File: config.mk
export PLATFORM = sky130hd
export DESIGN_NAME = iao_unit
export DESIGN_NICKNAME = d
export VERILOG_FILES = /design/src/include/iao_pkg.sv /design/src/hw/iao_unit.sv
export SDC_FILE = /design/constraint.sdc
export NUM_CORES = 1
export LEC_CHECK = 0
export BUFFER_PORTS_ARGS = -buffer_cell sky130_fd_sc_hd__buf_2
export CORE_ASPECT_RATIO = 2
export CORE_MARGIN = 1.5
export CORE_UTILIZATION = 50
export DETAILED_ROUTE_END_ITERATION = 6
export PLACE_DENSITY = 0.66
export SETUP_SLACK_MARGIN = 0.02
export SLEW_MARGIN = 20
export SYNTH_ARGS = -nofsm -noshare
export SYNTH_HDL_FRONTEND = slang
export SYNTH_SLANG_ARGS = --single-unit
File: constraint.sdc
create_clock -name mclk -period 18.8 [get_ports mclk]
set_input_delay 3.76 -clock mclk [delete_from_list [all_inputs] [get_ports mclk]]
set_output_delay 3.76 -clock mclk [all_outputs]
set_load 0.005 [all_outputs]
File: src/include/iao_pkg.sv
// constants shared by the indexed operand and operation error unit
package iao_pkg;
    // ======================================================
    // register byte offsets
    localparam logic [7:0] OFS_CTRL   = 8'h00; // mode and error action
    localparam logic [7:0] OFS_CMD    = 8'h04; // write executes
    localparam logic [7:0] OFS_OPA    = 8'h08; // base number or constant
    localparam logic [7:0] OFS_OPB    = 8'h0C; // divisor, length, data
    localparam logic [7:0] OFS_RESULT = 8'h10; // last result
    localparam logic [7:0] OFS_STATUS = 8'h14; // flags and state
    localparam logic [7:0] OFS_ECODE  = 8'h18; // error_code_word
    localparam logic [7:0] OFS_EADRL  = 8'h1C; // error_address_low_word
    localparam logic [7:0] OFS_EADRH  = 8'h20; // error_address_high_word
    localparam logic [7:0] OFS_PADDR  = 8'h24; // current program address
    localparam logic [7:0] OFS_CLEAR  = 8'h28; // clear actions
    localparam logic [7:0] OFS_INDEX  = 8'h40; // first of 14 index words
    // ======================================================
    // field positions
    localparam int CTRL_CONT = 0;  // continue on operation error
    localparam int CTRL_RUN  = 1;  // mode selector at run
    localparam int CTRL_HOLD = 2;  // index words are hold type
    localparam int CLR_DIAG  = 0;  // self_diag_error_set_instr
    localparam int CLR_TOOL  = 1;  // tool clear
    localparam int CLR_PWR   = 2;  // power cycle in program_mode
    // ======================================================
    // sizes, codes and limits
    localparam int          NUM_INDEX  = 14;
    localparam logic [15:0] ERR_CODE   = 16'h002D; // code 45
    localparam logic [31:0] DR_MAX     = 32'h00007FFC; // 32764
    localparam logic [31:0] WX_MAX     = 32'h000001FF;
    localparam logic [31:0] WY_MAX     = 32'h000001FF;
    localparam logic [31:0] WR_MAX     = 32'h000000FF;
    localparam logic [31:0] TMR_MAX    = 32'h000003FF;
    localparam logic [15:0] BCD_MAX    = 16'h270F;     // 9999
    localparam logic [31:0] RST_VAL    = 32'h00000000;
    localparam int          BLINK_MS   = 250;
    localparam int          CLK_MHZ    = 200;
    localparam int          BLINK_CYC  = BLINK_MS * 1000 * CLK_MHZ;
    // ======================================================
    // operations, areas, error kinds, states
    typedef enum logic [2:0] {
        OP_ADDR = 3'h0, OP_CONST = 3'h1, OP_BCD2BIN = 3'h2,
        OP_BIN2BCD = 3'h3, OP_DIV = 3'h4, OP_PARAM = 3'h5,
        OP_BLOCK = 3'h6, OP_NONE = 3'h7
    } iao_op_t;
    typedef enum logic [2:0] {
        AR_WX = 3'h0, AR_WY = 3'h1, AR_WR = 3'h2, AR_SV = 3'h3,
        AR_EV = 3'h4, AR_DT = 3'h5, AR_K = 3'h6, AR_IX = 3'h7
    } iao_area_t;
    localparam logic [3:0] EK_ADDR  = 4'h1; // address error
    localparam logic [3:0] EK_BCD   = 4'h2; // bcd data error
    localparam logic [3:0] EK_PARAM = 4'h4; // parameter error
    localparam logic [3:0] EK_AREA  = 4'h8; // over area error
    localparam logic [3:0] NO_INDEX = 4'hF; // no modification
    typedef enum logic [2:0] {
        ST_STOP = 3'b001, ST_RUN = 3'b010, ST_HALT = 3'b100
    } iao_state_t;
endpackage : iao_pkg

File: src/hw/iao_unit.sv
// indexed operand forming and operation error unit, apb slave
//
// Local design decisions: the APB slave port and the register offsets.
`timescale 1ns/1ps
// What this block does
// - fourteen readable writable 16-bit index words
// - effective number is base plus index
// - indexing works on all word areas
// - constants may be index modified too
// - index words cannot index index words
// - 32-bit op with first index pairs two
// - error sets both flags, blinks indicator
// - error writes fixed code to code word
// - error stores faulting address in two words
// - out of range indexed number: address error
// - non-bcd or unconvertible data: bcd error
// - control data out of range: parameter error
// - block past area end: over area error
// - halt on error unless continuation selected
// - self diagnostic set instruction clears error
// - run selector resumes run after clear
// - program mode power cycle clears non-hold
// - data register number 0..32764 only
// - bcd to binary conversion provided
// - binary to bcd conversion provided
// - each decimal digit coded separately
// - digit ten to fifteen fails conversion
// - negative or above 9999 fails conversion
// - zero divisor raises operation error
module iao_unit #(
    parameter int BLINK_CYC = iao_pkg::BLINK_CYC
) (
    // clock and reset
    input  wire logic        mclk,
    input  wire logic        rst_b,
    // apb slave
    input  wire logic        psel,
    input  wire logic        penable,
    input  wire logic        pwrite,
    input  wire logic [7:0]  paddr,
    input  wire logic [31:0] pwdata,
    output logic             pready,
    output logic [31:0]      prdata,
    output logic             pslverr,
    // status pins
    output logic             op_error_flag_hold,
    output logic             op_error_flag_latest,
    output logic             err_led,
    output logic             running
);
    // ======================================================
    // reset release
    logic rst_m_r, rst_s_r; // rst_s_r is the design reset
    always_ff @(posedge mclk or negedge rst_b) begin
        if (!rst_b) begin
            rst_m_r <= 1'b0;
            rst_s_r <= 1'b0;
        end else begin
            rst_m_r <= 1'b1;
            rst_s_r <= rst_m_r;
        end
    end

    // ======================================================
    // apb handshake: one wait state so prdata is a flop
    logic        acc_w;    // access phase, data not yet given
    logic        done_w;   // edge at which the transfer ends
    logic        wr_w;     // write takes effect now
    logic        hit_w;    // address is mapped
    logic        ix_hit_w; // address is an index word
    logic [3:0]  ix_a_w;   // index word number from address
    logic [31:0] rd_w;     // read mux
    assign acc_w   = psel & penable & ~pready;
    assign done_w  = psel & penable & pready;
    assign wr_w    = done_w & pwrite & hit_w;
    assign ix_a_w  = paddr[5:2];
    assign ix_hit_w = (paddr[7:6] == 2'b01) && (paddr[1:0] == 2'b00)
                    && (ix_a_w < 4'(iao_pkg::NUM_INDEX));
    assign hit_w = ix_hit_w || (paddr[1:0] == 2'b00
                 && paddr <= iao_pkg::OFS_CLEAR);

    // ======================================================
    // control and operand registers
    logic [2:0]  ctrl_r;   // cont, run selector, hold
    logic [31:0] opa_r, opb_r, paddr_r, result_r;
    logic [15:0] ecode_r, eadrl_r, eadrh_r;
    logic [3:0]  ekind_r;  // kinds seen since last clear
    logic        fh_r, fl_r; // error flags
    logic [15:0] idx_r [iao_pkg::NUM_INDEX]; // index words
    iao_pkg::iao_state_t st_r, st_nxt;

    // ======================================================
    // clear decode
    logic clr_w;  // any clear of the error record
    logic pwr_w;  // power cycle action in program mode
    assign pwr_w = wr_w && paddr == iao_pkg::OFS_CLEAR
                 && pwdata[iao_pkg::CLR_PWR]
                 && !ctrl_r[iao_pkg::CTRL_RUN];
    assign clr_w = (wr_w && paddr == iao_pkg::OFS_CLEAR
                 && (pwdata[iao_pkg::CLR_DIAG]
                  || pwdata[iao_pkg::CLR_TOOL])) || pwr_w;

    // ======================================================
    // command decode; taken only while running
    logic            exec_w;
    iao_pkg::iao_op_t   op_w;
    iao_pkg::iao_area_t ar_w;
    logic [3:0]      sel_w;  // index word chosen
    logic            wide_w; // 32-bit instruction
    assign exec_w = wr_w && paddr == iao_pkg::OFS_CMD
                  && st_r == iao_pkg::ST_RUN;
    assign op_w   = iao_pkg::iao_op_t'(pwdata[2:0]);
    assign ar_w   = iao_pkg::iao_area_t'(pwdata[6:4]);
    assign sel_w  = pwdata[11:8];
    assign wide_w = pwdata[12];

    // ======================================================
    // effective number, signed index
    logic        use_w;
    logic [31:0] ixv_w;  // index value, sign extended
    logic [33:0] eff_w;  // base plus index, signed
    logic [33:0] end_w;  // last number of a block
    logic [31:0] max_w;  // last usable number of the area
    assign use_w = sel_w < 4'(iao_pkg::NUM_INDEX);
    assign ixv_w = !use_w ? 32'h00000000
                 : (wide_w && sel_w == 4'h0)
                 ? {idx_r[1], idx_r[0]}
                 : {{16{idx_r[sel_w][15]}}, idx_r[sel_w]};
    assign eff_w = {2'b00, opa_r}
                 + {{2{ixv_w[31]}}, ixv_w};
    assign end_w = eff_w + {2'b00, opb_r} - 34'h1;
    assign max_w = ar_w == iao_pkg::AR_WX ? iao_pkg::WX_MAX
                 : ar_w == iao_pkg::AR_WY ? iao_pkg::WY_MAX
                 : ar_w == iao_pkg::AR_WR ? iao_pkg::WR_MAX
                 : ar_w == iao_pkg::AR_DT ? iao_pkg::DR_MAX
                 : iao_pkg::TMR_MAX;

    // ======================================================
    // error checks
    logic e_addr_w, e_area_w, e_bcd_w, e_par_w, e_div_w;
    logic chk_w;    // operation addresses memory
    logic dig_bad_w; // a bcd digit above nine
    logic [15:0] v_w; // operand word after modification
    assign chk_w  = op_w == iao_pkg::OP_ADDR
                  || op_w == iao_pkg::OP_BLOCK;
    assign v_w    = eff_w[15:0];
    assign e_addr_w = chk_w && (ar_w == iao_pkg::AR_IX
                  || (ar_w != iao_pkg::AR_K && (eff_w[33]
                  || eff_w[31:0] > max_w)));
    assign e_area_w = op_w == iao_pkg::OP_BLOCK && !e_addr_w
                  && ar_w != iao_pkg::AR_K
                  && (opb_r == 32'h0 || end_w[33]
                  || end_w[31:0] > max_w);
    assign dig_bad_w = (v_w[15:12] > 4'h9) || (v_w[11:8] > 4'h9)
                  || (v_w[7:4] > 4'h9) || (v_w[3:0] > 4'h9);
    assign e_bcd_w = (op_w == iao_pkg::OP_BCD2BIN && dig_bad_w)
                  || (op_w == iao_pkg::OP_BIN2BCD && (v_w[15]
                  || v_w > iao_pkg::BCD_MAX));
    assign e_par_w = op_w == iao_pkg::OP_PARAM
                  && opb_r > eff_w[31:0];
    assign e_div_w = op_w == iao_pkg::OP_DIV
                  && opb_r == 32'h0;

    logic       err_w;   // operation error this command
    logic [3:0] kind_w;
    assign kind_w = {e_area_w, e_par_w | e_div_w, e_bcd_w, e_addr_w};
    assign err_w  = exec_w && kind_w != 4'h0;

    // ======================================================
    // conversions, four-bit digits
    logic [15:0] bin_w, bcd_w;
    assign bin_w = 16'(v_w[15:12]) * 16'd1000 + 16'(v_w[11:8]) * 16'd100
                 + 16'(v_w[7:4]) * 16'd10 + 16'(v_w[3:0]);
    assign bcd_w = {4'(v_w / 16'd1000), 4'((v_w / 16'd100) % 16'd10),
                    4'((v_w / 16'd10) % 16'd10),
                    4'(v_w % 16'd10)};

    logic [31:0] res_w;
    assign res_w = op_w == iao_pkg::OP_BCD2BIN ? {16'h0000, bin_w}
                 : op_w == iao_pkg::OP_BIN2BCD ? {16'h0000, bcd_w}
                 : eff_w[31:0];

    // ======================================================
    // run state: stop in program mode, halt on error
    always_comb begin
        st_nxt = st_r;
        case (st_r)
            iao_pkg::ST_STOP: begin
                if (ctrl_r[iao_pkg::CTRL_RUN] && !fh_r) begin
                    st_nxt = iao_pkg::ST_RUN;
                end
            end
            iao_pkg::ST_RUN: begin
                if (err_w && !ctrl_r[iao_pkg::CTRL_CONT]) begin
                    st_nxt = iao_pkg::ST_HALT;
                end else if (!ctrl_r[iao_pkg::CTRL_RUN]) begin
                    st_nxt = iao_pkg::ST_STOP;
                end
            end
            iao_pkg::ST_HALT: begin
                if (clr_w) begin
                    st_nxt = ctrl_r[iao_pkg::CTRL_RUN]
                           ? iao_pkg::ST_RUN : iao_pkg::ST_STOP;
                end
            end
            default: st_nxt = iao_pkg::ST_STOP;
        endcase
    end

    // state and control flops
    always_ff @(posedge mclk or negedge rst_s_r) begin
        if (!rst_s_r) begin
            st_r    <= iao_pkg::ST_STOP;
            ctrl_r  <= 3'h0;
            opa_r   <= iao_pkg::RST_VAL;
            opb_r   <= iao_pkg::RST_VAL;
            paddr_r <= iao_pkg::RST_VAL;
        end else begin
            st_r <= st_nxt;
            if (wr_w && paddr == iao_pkg::OFS_CTRL) ctrl_r <= pwdata[2:0];
            if (wr_w && paddr == iao_pkg::OFS_OPA)  opa_r  <= pwdata;
            if (wr_w && paddr == iao_pkg::OFS_OPB)  opb_r  <= pwdata;
            if (wr_w && paddr == iao_pkg::OFS_PADDR) paddr_r <= pwdata;
        end
    end

    // ======================================================
    // index words; a program mode power cycle clears them
    // unless they are marked hold type
    generate
        for (genvar gi = 0; gi < iao_pkg::NUM_INDEX; gi++) begin : g_ix
            always_ff @(posedge mclk or negedge rst_s_r) begin
                if (!rst_s_r) begin
                    idx_r[gi] <= 16'h0000;
                end else if (wr_w && ix_hit_w
                             && ix_a_w == 4'(gi)) begin
                    idx_r[gi] <= pwdata[15:0];
                end else if (pwr_w && !ctrl_r[iao_pkg::CTRL_HOLD]) begin
                    idx_r[gi] <= 16'h0000;
                end
            end
        end
    endgenerate

    // ======================================================
    // error record: a new error wins over a clear
    always_ff @(posedge mclk or negedge rst_s_r) begin
        if (!rst_s_r) begin
            fh_r    <= 1'b0;
            fl_r    <= 1'b0;
            ekind_r <= 4'h0;
            ecode_r <= 16'h0000;
            eadrl_r <= 16'h0000;
            eadrh_r <= 16'h0000;
        end else if (err_w) begin
            fh_r    <= 1'b1;
            fl_r    <= 1'b1;
            ekind_r <= (clr_w ? 4'h0 : ekind_r) | kind_w;
            ecode_r <= iao_pkg::ERR_CODE;
            eadrl_r <= paddr_r[15:0];
            eadrh_r <= paddr_r[31:16];
        end else if (clr_w) begin
            fh_r    <= 1'b0;
            fl_r    <= 1'b0;
            ekind_r <= 4'h0;
            ecode_r <= 16'h0000;
            eadrl_r <= 16'h0000;
            eadrh_r <= 16'h0000;
        end
    end

    // result keeps its value on a failed command
    always_ff @(posedge mclk or negedge rst_s_r) begin
        if (!rst_s_r) begin
            result_r <= iao_pkg::RST_VAL;
        end else if (pwr_w) begin
            result_r <= iao_pkg::RST_VAL;
        end else if (exec_w && !err_w) begin
            result_r <= res_w;
        end
    end

    // ======================================================
    // indicator blink while an error stands
    logic [31:0] blk_r;
    always_ff @(posedge mclk or negedge rst_s_r) begin
        if (!rst_s_r) begin
            blk_r   <= 32'h00000000;
            err_led <= 1'b0;
        end else if (!fh_r) begin
            blk_r   <= 32'h00000000;
            err_led <= 1'b0;
        end else if (blk_r >= 32'(BLINK_CYC - 1)) begin
            blk_r   <= 32'h00000000;
            err_led <= ~err_led;
        end else begin
            blk_r   <= blk_r + 32'h00000001;
        end
    end

    // ======================================================
    // read mux and bus outputs
    assign rd_w = ix_hit_w ? {16'h0000, idx_r[ix_a_w]}
        : paddr == iao_pkg::OFS_CTRL   ? {29'h0, ctrl_r}
        : paddr == iao_pkg::OFS_OPA    ? opa_r
        : paddr == iao_pkg::OFS_OPB    ? opb_r
        : paddr == iao_pkg::OFS_RESULT ? result_r
        : paddr == iao_pkg::OFS_STATUS ? {22'h0, st_r, ekind_r,
                                          err_led, fl_r, fh_r}
        : paddr == iao_pkg::OFS_ECODE  ? {16'h0000, ecode_r}
        : paddr == iao_pkg::OFS_EADRL  ? {16'h0000, eadrl_r}
        : paddr == iao_pkg::OFS_EADRH  ? {16'h0000, eadrh_r}
        : paddr == iao_pkg::OFS_PADDR  ? paddr_r
        : 32'h00000000;

    always_ff @(posedge mclk or negedge rst_s_r) begin
        if (!rst_s_r) begin
            pready  <= 1'b0;
            prdata  <= 32'h00000000;
            pslverr <= 1'b0;
            op_error_flag_hold   <= 1'b0;
            op_error_flag_latest <= 1'b0;
            running <= 1'b0;
        end else begin
            pready  <= acc_w;
            pslverr <= acc_w & ~hit_w;
            if (acc_w) prdata <= pwrite ? 32'h00000000 : rd_w;
            op_error_flag_hold   <= fh_r;
            op_error_flag_latest <= fl_r;
            running <= st_r == iao_pkg::ST_RUN;
        end
    end
endmodule : iao_unit

Yosys cells after proc, flatten, opt, wreduce, memory -nomap -nowiden
Index checks and enable logic that the tools add are counted.
{ "totals": {"regBits": 482, "elab_cells": 265, "in_bits": 45} }
{ "op_classes": {"eq_ne": 41, "reduce_logical": 87, "mux": 60, "div": 6, "magnitude_cmp": 14, "mul": 3, "bitwise": 13, "addsub": 7} }
{ "op_table": {"columns": ["op", "n"], "rows": [
  ["$mux W32", 19],
  ["$mux W16", 23],
  ["$bmux W16 S4", 2],
  ["$gt A32 B15 Y1", 2],
  ["$mux W15", 4],
  ["$mod A16 B4 Y16 const B", 3],
  ["$logic_and A1 B1 Y1", 43],
  ["$add A33 B32 Y34", 1],
  ["$add A34 B32 Y34", 1],
  ["$sub A34 B1 Y34 const B", 1],
  ["$add A32 B1 Y32 const B", 1],
  ["$eq A8 B5 Y1 const B", 4],
  ["$ge A32 B26 Y1 const B", 1],
  ["$gt A32 B32 Y1", 1],
  ["$logic_not A32 Y1", 1],
  ["$reduce_bool A2 Y1", 16],
  ["$eq A4 B4 Y1 const B", 6],
  ["$eq A8 B6 Y1 const B", 3],
  ["$eq A3 B3 Y1 const B", 6],
  ["$add A15 B8 Y16", 1],
  ["$add A16 B4 Y16", 1],
  ["$div A16 B10 Y16 const B", 1],
  ["$div A16 B4 Y16 const B", 1],
  ["$div A16 B7 Y16 const B", 1],
  ["other kinds (39)", 88]
]} }

Longest topological paths before layout
Gate-level depths: netlist (run 1).
{ "depth": {"word_depth": 22, "mapped_depth": 64, "depth_no_buf": 51} }

Least setup slack after synthesis (run 1)
Ideal clock, no wire load.
{ "synth_path": {"path_type": "input to register", "startpoint": "in pwdata[8]", "endpoint": "reg result_r[2]", "required_ns": 18.724, "arrival_ns": 17.248, "setup_time_ns": 0.076, "path_slack_ns": 1.476, "stages": 59, "cell_sequence": "clkbuf_1 > buf_1 > clkbuf_1 > buf_1 > mux2i_1 > o21ai_0 > a21oi_1 > nor3_1 > ha_1 > inv_1 > fa_1 > nand2b_1 > a21oi_1 > o211a_1 > nor2_1 > inv_1 > clkbuf_1 > clkbuf_1 > [... 23 more ...] > nor4_1 > buf_4 > a311oi_1 > a211o_1 > or3_1 > buf_2 > o221ai_1 > a311oi_2 > and4_1 > buf_6 > xnor2_1 > a221oi_1 > nand4_1 > a2111oi_4 > mux2_1 > o22ai_1 > mux2i_1 > o21ai_1"} }
{ "synth_via": {"elab_chain_cells": 21, "elab_cells_between_ends": 54, "classes_between": "6 x add/sub; 2 x mul; 1 x div; 9 x order compare; 9 x mux; 2 x bitwise; 25 x reduce/logical"} }
{ "synth_lines": {"columns": ["element", "line_no", "rtl"], "rows": [
  ["start: declaration", "iao_unit.sv:41", "input wire logic [31:0] pwdata,"],
  ["$not A4 Y5 (not written as such)", "iao_unit.sv:128", ": {{16{idx_r[sel_w][15]}}, idx_r[sel_w]};"],
  ["$bmux W16 S4", "iao_unit.sv:128", null],
  ["$mux W16 (not written as such) (2 in a row)", "iao_unit.sv:128", null],
  ["$mux W32", "iao_unit.sv:127", "? {idx_r[1], idx_r[0]}"],
  ["$mux W32 *", "iao_unit.sv:125", "assign ixv_w = !use_w ? 32'h00000000"],
  ["$add A33 B32 Y34 *", "iao_unit.sv:130", "+ {{2{ixv_w[31]}}, ixv_w};"],
  ["branches (longest 14 deep; another with $mod A16 B4 Y16)", null, null],
  ["end signal: assignment", "iao_unit.sv:275", "result_r <= iao_pkg::RST_VAL;"],
  ["end signal: assignment", "iao_unit.sv:277", "result_r <= iao_pkg::RST_VAL;"],
  ["end signal: assignment", "iao_unit.sv:279", "result_r <= res_w;"],
  ["end: declaration", "iao_unit.sv:85", "logic [31:0] opa_r, opb_r, paddr_r, result_r;"]
]} }
Mark *: on every way between the ends. The select of a mux whose other input is x is not followed.
A chain may end at the register's enable or synchronous reset.

Final worst setup path (run 1)
Ends and elaborated chain as after synthesis.

==> metrics.md, run 1 <==
| Metric | Value |
|---|---|
| Critical R2R Launch | `idx_r[208]$_DFFE_PN0P_` |
| Cell depth of the worst flop-to-flop path | `48` |
| Clock slew at reported path FFs | `approximately 80 ps` |
| Ports placed on the boundary | `83` |
| Crit-path leading delay family | `compound AO/OA/AOI/OAI gates` |
| Failing checks | `DRC` |
| Mean post-synth cell area | `8.46 um2` |
| Final Instance Area | `0.0415 mm2` |
| Max-cap violations | `0` |
| CTS HTree Levels | `2` |
| DR WL met2 | `72,600 um` |
| Wire length reported by the detailed router | `151,000 um` |
| Power per cell area | `76.9 mW/mm2` |
| Detail Placement HPWL | `111,000 um` |
| Hold buffers post-CTS | `0` |
| Post-synthesis instance total | `4,482` |
| Minimum hold slack | `roughly 270 ps` |
| Maximum clock frequency | `56.3 MHz` |
| Number of buffers added by the clock tree synthesis step | `44` |
| Initial cell density of the core | `0.506` |
| Most used flip-flop cell after synthesis | `dfrtp_1` |
| Highest layer used for signal routing | `met5` |
| Via count | `about 37,000` |
| Critical path required time | `19,360 ps` |
| Final setup violation count | `0` |
| Clk Tree Root Cell | `clkbuf_16` |
| Cell row count | `142` |
| Post-synthesis to final-layout area growth | `9.35%` |
| Routed WL per cell | `~27 um` |
| Category of the critical setup timing path | `input pin to flop` |
| Global-route wire length before repair | `about 230,000 um` |
| Hold Violations, Final | `0` |
| RSZ-0062 raised after global routing | `false` |
| Total Die Area | `slightly below 0.08 mm2` |
| DR pass1 iterations | `7` |
| Termination of the worst setup path | `result_r[2]$_DFFE_PN0P_` |
| Post-place instance area | `0.0399 mm2` |
| Summed instance area of the synthesized netlist | `roughly 0.038 mm2` |
| Via count of the first global-routing pass | `36,202` |
| Antenna violation net count after detailed routing | `0` |
| Number of nets in the finished design | `between 4,000 and 5,000` |
| Worst slew margin relative to its limit | `0.158` |
| Synth async-reset ratio | `1.00` |
| CTS tree | `yes` |
| Iteration-0 DRC count of the detailed router | `3,287` |
| Die Y | `392 um` |
| Buf+Inv Stages, Crit Path | `4` |
| Most used cells in the layout excluding fill and tap cells | `nand2_1, dfrtp_1, o21ai_0, nor2_1, a21oi_1` |
| Port Buffer Count | `82` |
| Slew Limit Fails | `0` |
| Length of routed met3 wiring | `11,700 um` |
| Proportion of layout cells with a drive suffix above 1 | `0.133` |
| Antenna violations before repair | `14` |
| IR drop worst, VDD | `95.4 uV` |
| Final setup TNS | `0 ps` |
| Number of buffers on the longest clock path | `3` |
| Area taken by flip-flops and latches | `0.0117 mm2` |
| Crit. path cell count | `48` |
| Worst-path fanout max | `32` |
| Number of sinks on the clock net | `466` |
| Final critical-path required period | `17,770 ps` |
| Total of warnings raised by yosys | `0` |
| Seq/Total Area, Yosys | `0.308` |
| Type of origin of the critical path | `input pin` |
| Flop and latch count out of synthesis | `466` |
| Leading cell type in the layout, fill and taps excluded | `nand2_1` |
| Overall die width | `198 um` |
| Post-CTS Setup Inserts | `0` |
| R2R Setup Slk | `4350 ps` |
| Run status | `complete, but fails checks` |
| Number of flops mapped to enable cells by yosys | `0` |
| Tightest Pin Transition | `1260 ps` |
| Critical path origin | `pwdata[8]` |
| Clock network latency to the later pin of the worst-skew pair | `620 ps` |
| Critical register-to-register path endpoint | `result_r[2]$_DFFE_PN0P_` |
| Post-synthesis cell type count | `122` |
| DR DRC count | `2` |
| Maximum number of pins on one net before global-route repair | `152` |
| Hold Crit Class | `flop to asynchronous set/reset pin` |
| M1 WL | `approximately 51,000 um` |
| Area occupied by multi-input gates | `0.0245 mm2` |
| Placer Congestion | `about 1.0` |
| Final clock period utilization by the worst path | `0.945` |
| Arrival time of data at the critical path endpoint | `between 15,000 and 20,000 ps` |
| Core footprint | `0.0750 mm2` |
| Overall global routing resource usage | `0.391` |
| Clock tree skew after final layout | `31.3 ps` |
| Leak pwr | `0.0182 uW` |
| Category of the worst setup path capture point | `flop` |
| Detailed-route vias per instance | `6.61` |
| Total gr overflow | `0` |
| Critical-path top delay cell | `a311oi_1` |
| Max incr delay on CP | `930 ps` |
| Count of filler cells inserted in the layout | `7,073` |
-- cells by family after synthesis --
group | share of synthesized area
and+or+nand+nor | 0.176
AOI/OAI and AO/OA | 0.255
buffers and inverters | 0.0524
DFF | 0.308
adders and majority gates | 0.0851
muxes | 0.0845
xor gates and xnor gates | 0.0392
other | 0.000198
-- synth_stat cells, types with 58 or more instances --
cell type / count / area, um2
a21oi_1: 238 / 1190
mux2_2: 70 / 788
inv_1: 198 / 743
mux2i_1: 58 / 581
nor3_1: 93 / 465
nand3_1: 113 / 566
clkbuf_1: 250 / 938
ha_1: 218 / 2730
a22o_1: 127 / 1110
dfrtp_1: 465 / 11600
nand2_1: 647 / 2430
xnor2_1: 127 / 1110
nor2_1: 311 / 1170
o21ai_0: 386 / 1930
mux4_2: 81 / 1820
a211oi_1: 77 / 578
-- timing repair --
item | in CTS | in global routing
resized for setup | 0 | 4
endpoints found under the hold margin | 0 | 0
endpoints found under the setup margin | 0 | 2
-- sequential cells by signal, indices dropped and copies added (netlist names), 3 cells and up --
name and count:
idx_r 224, blk_r 32, opa_r 32, opb_r 32, paddr_r 32, prdata 32
result_r 32, eadrh_r 16, eadrl_r 16, ekind_r 4, ctrl_r 3, st_r 3
-- stage by stage --
step                      cells  power [uW]  utilization  worst slack (ps)
final                      5531        3190        0.553              1030
after global routing       5518        3330        0.553              67.3
after CTS                  5518        3160        0.552              1470
after detailed placement   5439        2180        0.532               873
after global placement     5439        2180        0.532              1080
after floorplan            4487        1850            -              1480
-- metal layers --
layer,vias to the layer above,GRT usage
met5,-,0
met4,8,0.342
met3,635,0.0848
met2,1705,0.660
met1,17812,0.410
li1,16393,-
-- worst register-to-register path, delay by kind of cell (launching register included) --
kind                     cells  cell delay [ps]
AO/OA/AOI/OAI               25             8260
AND/OR/NAND/NOR             17             4480
flip-flops                   1              530
multiplexers                 2              450
adder cells (fa/ha/maj)      2              420
buffers and inverters        2              280
-- area by class of cell --
cell class                      count  area share
Antenna cell                       13    0.000785
Clock buffer                       62      0.0314
Clock inverter                     17     0.00594
Inverter                          206      0.0186
Multi-Input combinational cell   3510       0.591
Sequential cell                   466       0.281
Tap cell                         1008      0.0304
Timing Repair Buffer              249      0.0409
-- worst min path at each step --
stage | start | cells after the start | slack, ps | end
6_report | rst_s_r$_DFF_PN0_ | 0 | 270 | blk_r[29]$_DFF_PN0_
5_1_grt | rst_s_r$_DFF_PN0_ | 0 | 290 | blk_r[29]$_DFF_PN0_
3_5_place_dp | rst_s_r$_DFF_PN0_ | 0 | 280 | blk_r[29]$_DFF_PN0_
3_3_place_gp | rst_s_r$_DFF_PN0_ | 0 | 280 | blk_r[29]$_DFF_PN0_
2_1_floorplan | rst_m_r$_DFF_PN0_ | 0 | 330 | rst_s_r$_DFF_PN0_
4_1_cts | rst_s_r$_DFF_PN0_ | 0 | 280 | blk_r[31]$_DFF_PN0_
-- power breakdown --
| group | total, uW | leakage, uW | switching, uW | internal (uW) |
|---|---|---|---|---|
| clock | 979 | 0.000751 | 436 | 543 |
| combinational | 1200 | 0.0111 | 778 | 421 |
| sequential | 1010 | 0.00631 | 4.21 | 1010 |
| total | 3190 | 0.0182 | 1220 | 1970 |
Note: power is estimated with default switching activity, not from simulation.
==> run 2: changes to the inputs <==
Settings changed: BUFFER_PORTS_ARGS -buffer_cell sky130_fd_sc_hd__buf_2 to not set, DONT_BUFFER_PORTS set to 1, PLACE_DENSITY 0.66 to not set.
==> run 2 against run 1 <==
Net effect: the flow still finishes with violations (DRC); sequential power about the same; count of clock-buffer cells in the layout shrank 7; largest cell class unchanged; via count shrank 3.2%; largest power group unchanged; combinational power fell by 9%; maximum frequency up 1.2%; critical path type unchanged; sequential share of layout area up 0.65 points; worst setup slack gained 210 ps; first-iteration DRC count shrank 17%.
==> metrics.md, run 2 (synthesized netlist as in run 1, its figures left out) <==
| Metric | Value |
|---|---|
| Number of flip-flops in the largest register | `between 200 and 250` |
| Core footprint | `0.0750 mm2` |
| Ports placed on the boundary | `83` |
| Max-cap violations | `0` |
| Final clock period utilization by the worst path | `0.934` |
| Final Instance Area | `~0.041 mm2` |
| Cell row count | `142` |
| Total Die Area | `0.0776 mm2` |
| Number of nets in the finished design | `~4,600` |
| Leak pwr | `0.0175 uW` |
| Detail Placement HPWL | `108,000 um` |
| Wire length reported by the detailed router | `between 100,000 and 150,000 um` |
| Critical-path top delay cell | `o311ai_0` |
| Overall die width | `198 um` |
| Placer Congestion | `1.05` |
| Max incr delay on CP | `about 740 ps` |
| Power per cell area | `~76 mW/mm2` |
| Number of sinks on the clock net | `466` |
| Most used cells in the layout excluding fill and tap cells | `nand2_1, dfrtp_1, o21ai_0, nor2_1, a21oi_1` |
| Via count | `35,370` |
| CTS HTree Levels | `2` |
| Post-CTS Setup Inserts | `0` |
| Maximum number of pins on one net before global-route repair | `183` |
| Category of the critical setup timing path | `input pin to flop` |
| Arrival time of data at the critical path endpoint | `18,050 ps` |
| Final setup violation count | `0` |
| Critical path required time | `approximately 19,000 ps` |
| Maximum clock frequency | `57.0 MHz` |
| Post-place instance area | `around 0.04 mm2` |
| Die Y | `392 um` |
| Type of origin of the critical path | `input pin` |
| Routed WL per cell | `between 20 and 30 um` |
| Tightest Pin Transition | `1080 ps` |
| Post-placement setup slack | `957 ps` |
| IR drop worst, VDD | `73.4 uV` |
| Detailed-route vias per instance | `about 6.6` |
| Proportion of layout cells with a drive suffix above 1 | `0.104` |
| DR pass1 iterations | `7` |
| Hold buffers post-CTS | `0` |
| Via count of the first global-routing pass | `35,243` |
| Iteration-0 DRC count of the detailed router | `2,732` |
| Final setup margin | `1240 ps` |
| Beginning of the worst hold path | `rst_m_r$_DFF_PN0_` |
| Critical R2R Launch | `idx_r[219]$_DFFE_PN0P_` |
| Number of buffers on the longest clock path | `3` |
| Worst-path fanout max | `97` |
| Category of the worst setup path capture point | `flop` |
| Worst slew margin relative to its limit | `0.277` |
| Final total power | `~3000 uW` |
| Clk Tree Root Cell | `clkbuf_16` |
| Overall global routing resource usage | `0.387` |
| Clock tree skew after final layout | `27.6 ps` |
| Antenna violations before repair | `2` |
| Slew Limit Fails | `0` |
| Critical path origin | `pwdata[8]` |
| Total gr overflow | `0` |
| DR DRC count | `1` |
| Clock network latency to the later pin of the worst-skew pair | `590 ps` |
| Initial cell density of the core | `0.506` |
| Final setup TNS | `0 ps` |
| Final critical-path required period | `approximately 18,000 ps` |
| Register containing the most flip-flops in the final layout | `idx_r` |
| Antenna Cells | `0` |
| Hold Violations, Final | `0` |
| Count of cells resized by post-cts repair | `0` |
| Post-synthesis to final-layout area growth | `6.89%` |
| Count of filler cells inserted in the layout | `7,138` |
| RSZ-0062 raised after global routing | `false` |
| Hold Crit Class | `flop to flop` |
| Leading cell type in the layout, fill and taps excluded | `nand2_1` |
| Most common cell on crit path | `nor3_1` |
| Number of buffers added by the clock tree synthesis step | `42` |
| Failing checks | `DRC` |
| Port Buffer Count | `0` |
| Antenna violation net count after detailed routing | `0` |
| CTS tree | `yes` |
| Clock slew at reported path FFs | `70 ps` |
| Run status | `complete, but fails checks` |
| Global-route wire length before repair | `roughly 220,000 um` |
-- run 2: cell count changes in the layout (fill, tap and decap cells not counted), sizes merged --
cell / before / now
clkinv: 13 / 15
bufinv: 4 / 6
diode: 13 / 0
inv: 203 / 202
clkbuf: 62 / 55
buf: 249 / 110
-- run 2: worst paths after layout --
check	end	slack (ps)	depth (start not counted)
setup / recovery	result_r[2]$_DFFE_PN0P_	1240	46
hold / removal	rst_s_r$_DFF_PN0_	350	0
setup reg to reg	result_r[2]$_DFFE_PN0P_	4060	44
hold reg to reg	rst_s_r$_DFF_PN0_	350	0
max in group asynchronous	rst_s_r$_DFF_PN0_	15860	0
min in group asynchronous	op_error_flag_latest$_DFF_PN0_	380	0
-- run 2: worst max-delay path: cells and delay by family --
kind	cells	cell delay [ps]
buffers and inverters	4	680
adders and majority gates	2	710
and+or+nand+nor	16	5030
AOI/OAI and AO/OA	22	7270
muxes	2	460
-- run 2: layout make-up --
cell class,instances,area [um2],area share
inverters,206,773,0.0191
well taps,1008,1260,0.0311
clock inverters,20,272,0.00670
flip-flops and latches,466,11700,0.288
clock buffers,55,1200,0.0297
repair buffers,110,851,0.0210
multi-input cells,3510,24500,0.605
-- run 2: routing by layer --
layer	global-route usage	routed length, um	vias up
met1	0.385	49200	17258
met3	0.0843	10600	585
met5	0	23	-
met4	0.352	16000	4
met2	0.670	73900	1429
li1	-	-	16094
-- run 2: through the flow --
| stage | std cells | hold slack [ps] | util |
|---|---|---|---|
| final | 5375 | 355 | 0.541 |
| after global routing | 5375 | 374 | 0.541 |
| after CTS | 5375 | 360 | 0.540 |
| after detailed placement | 5300 | 344 | 0.521 |
| after global placement | 5300 | 339 | 0.521 |
| after floorplan | 4487 | 331 | - |
-- run 2: power by group --
group / internal [uW] / total, uW / switching (uW) / leakage (uW)
clock: 537 / 956 / 419 / 0.000721
combinational: 398 / 1090 / 694 / 0.0104
sequential: 1010 / 1010 / 6.01 / 0.00631
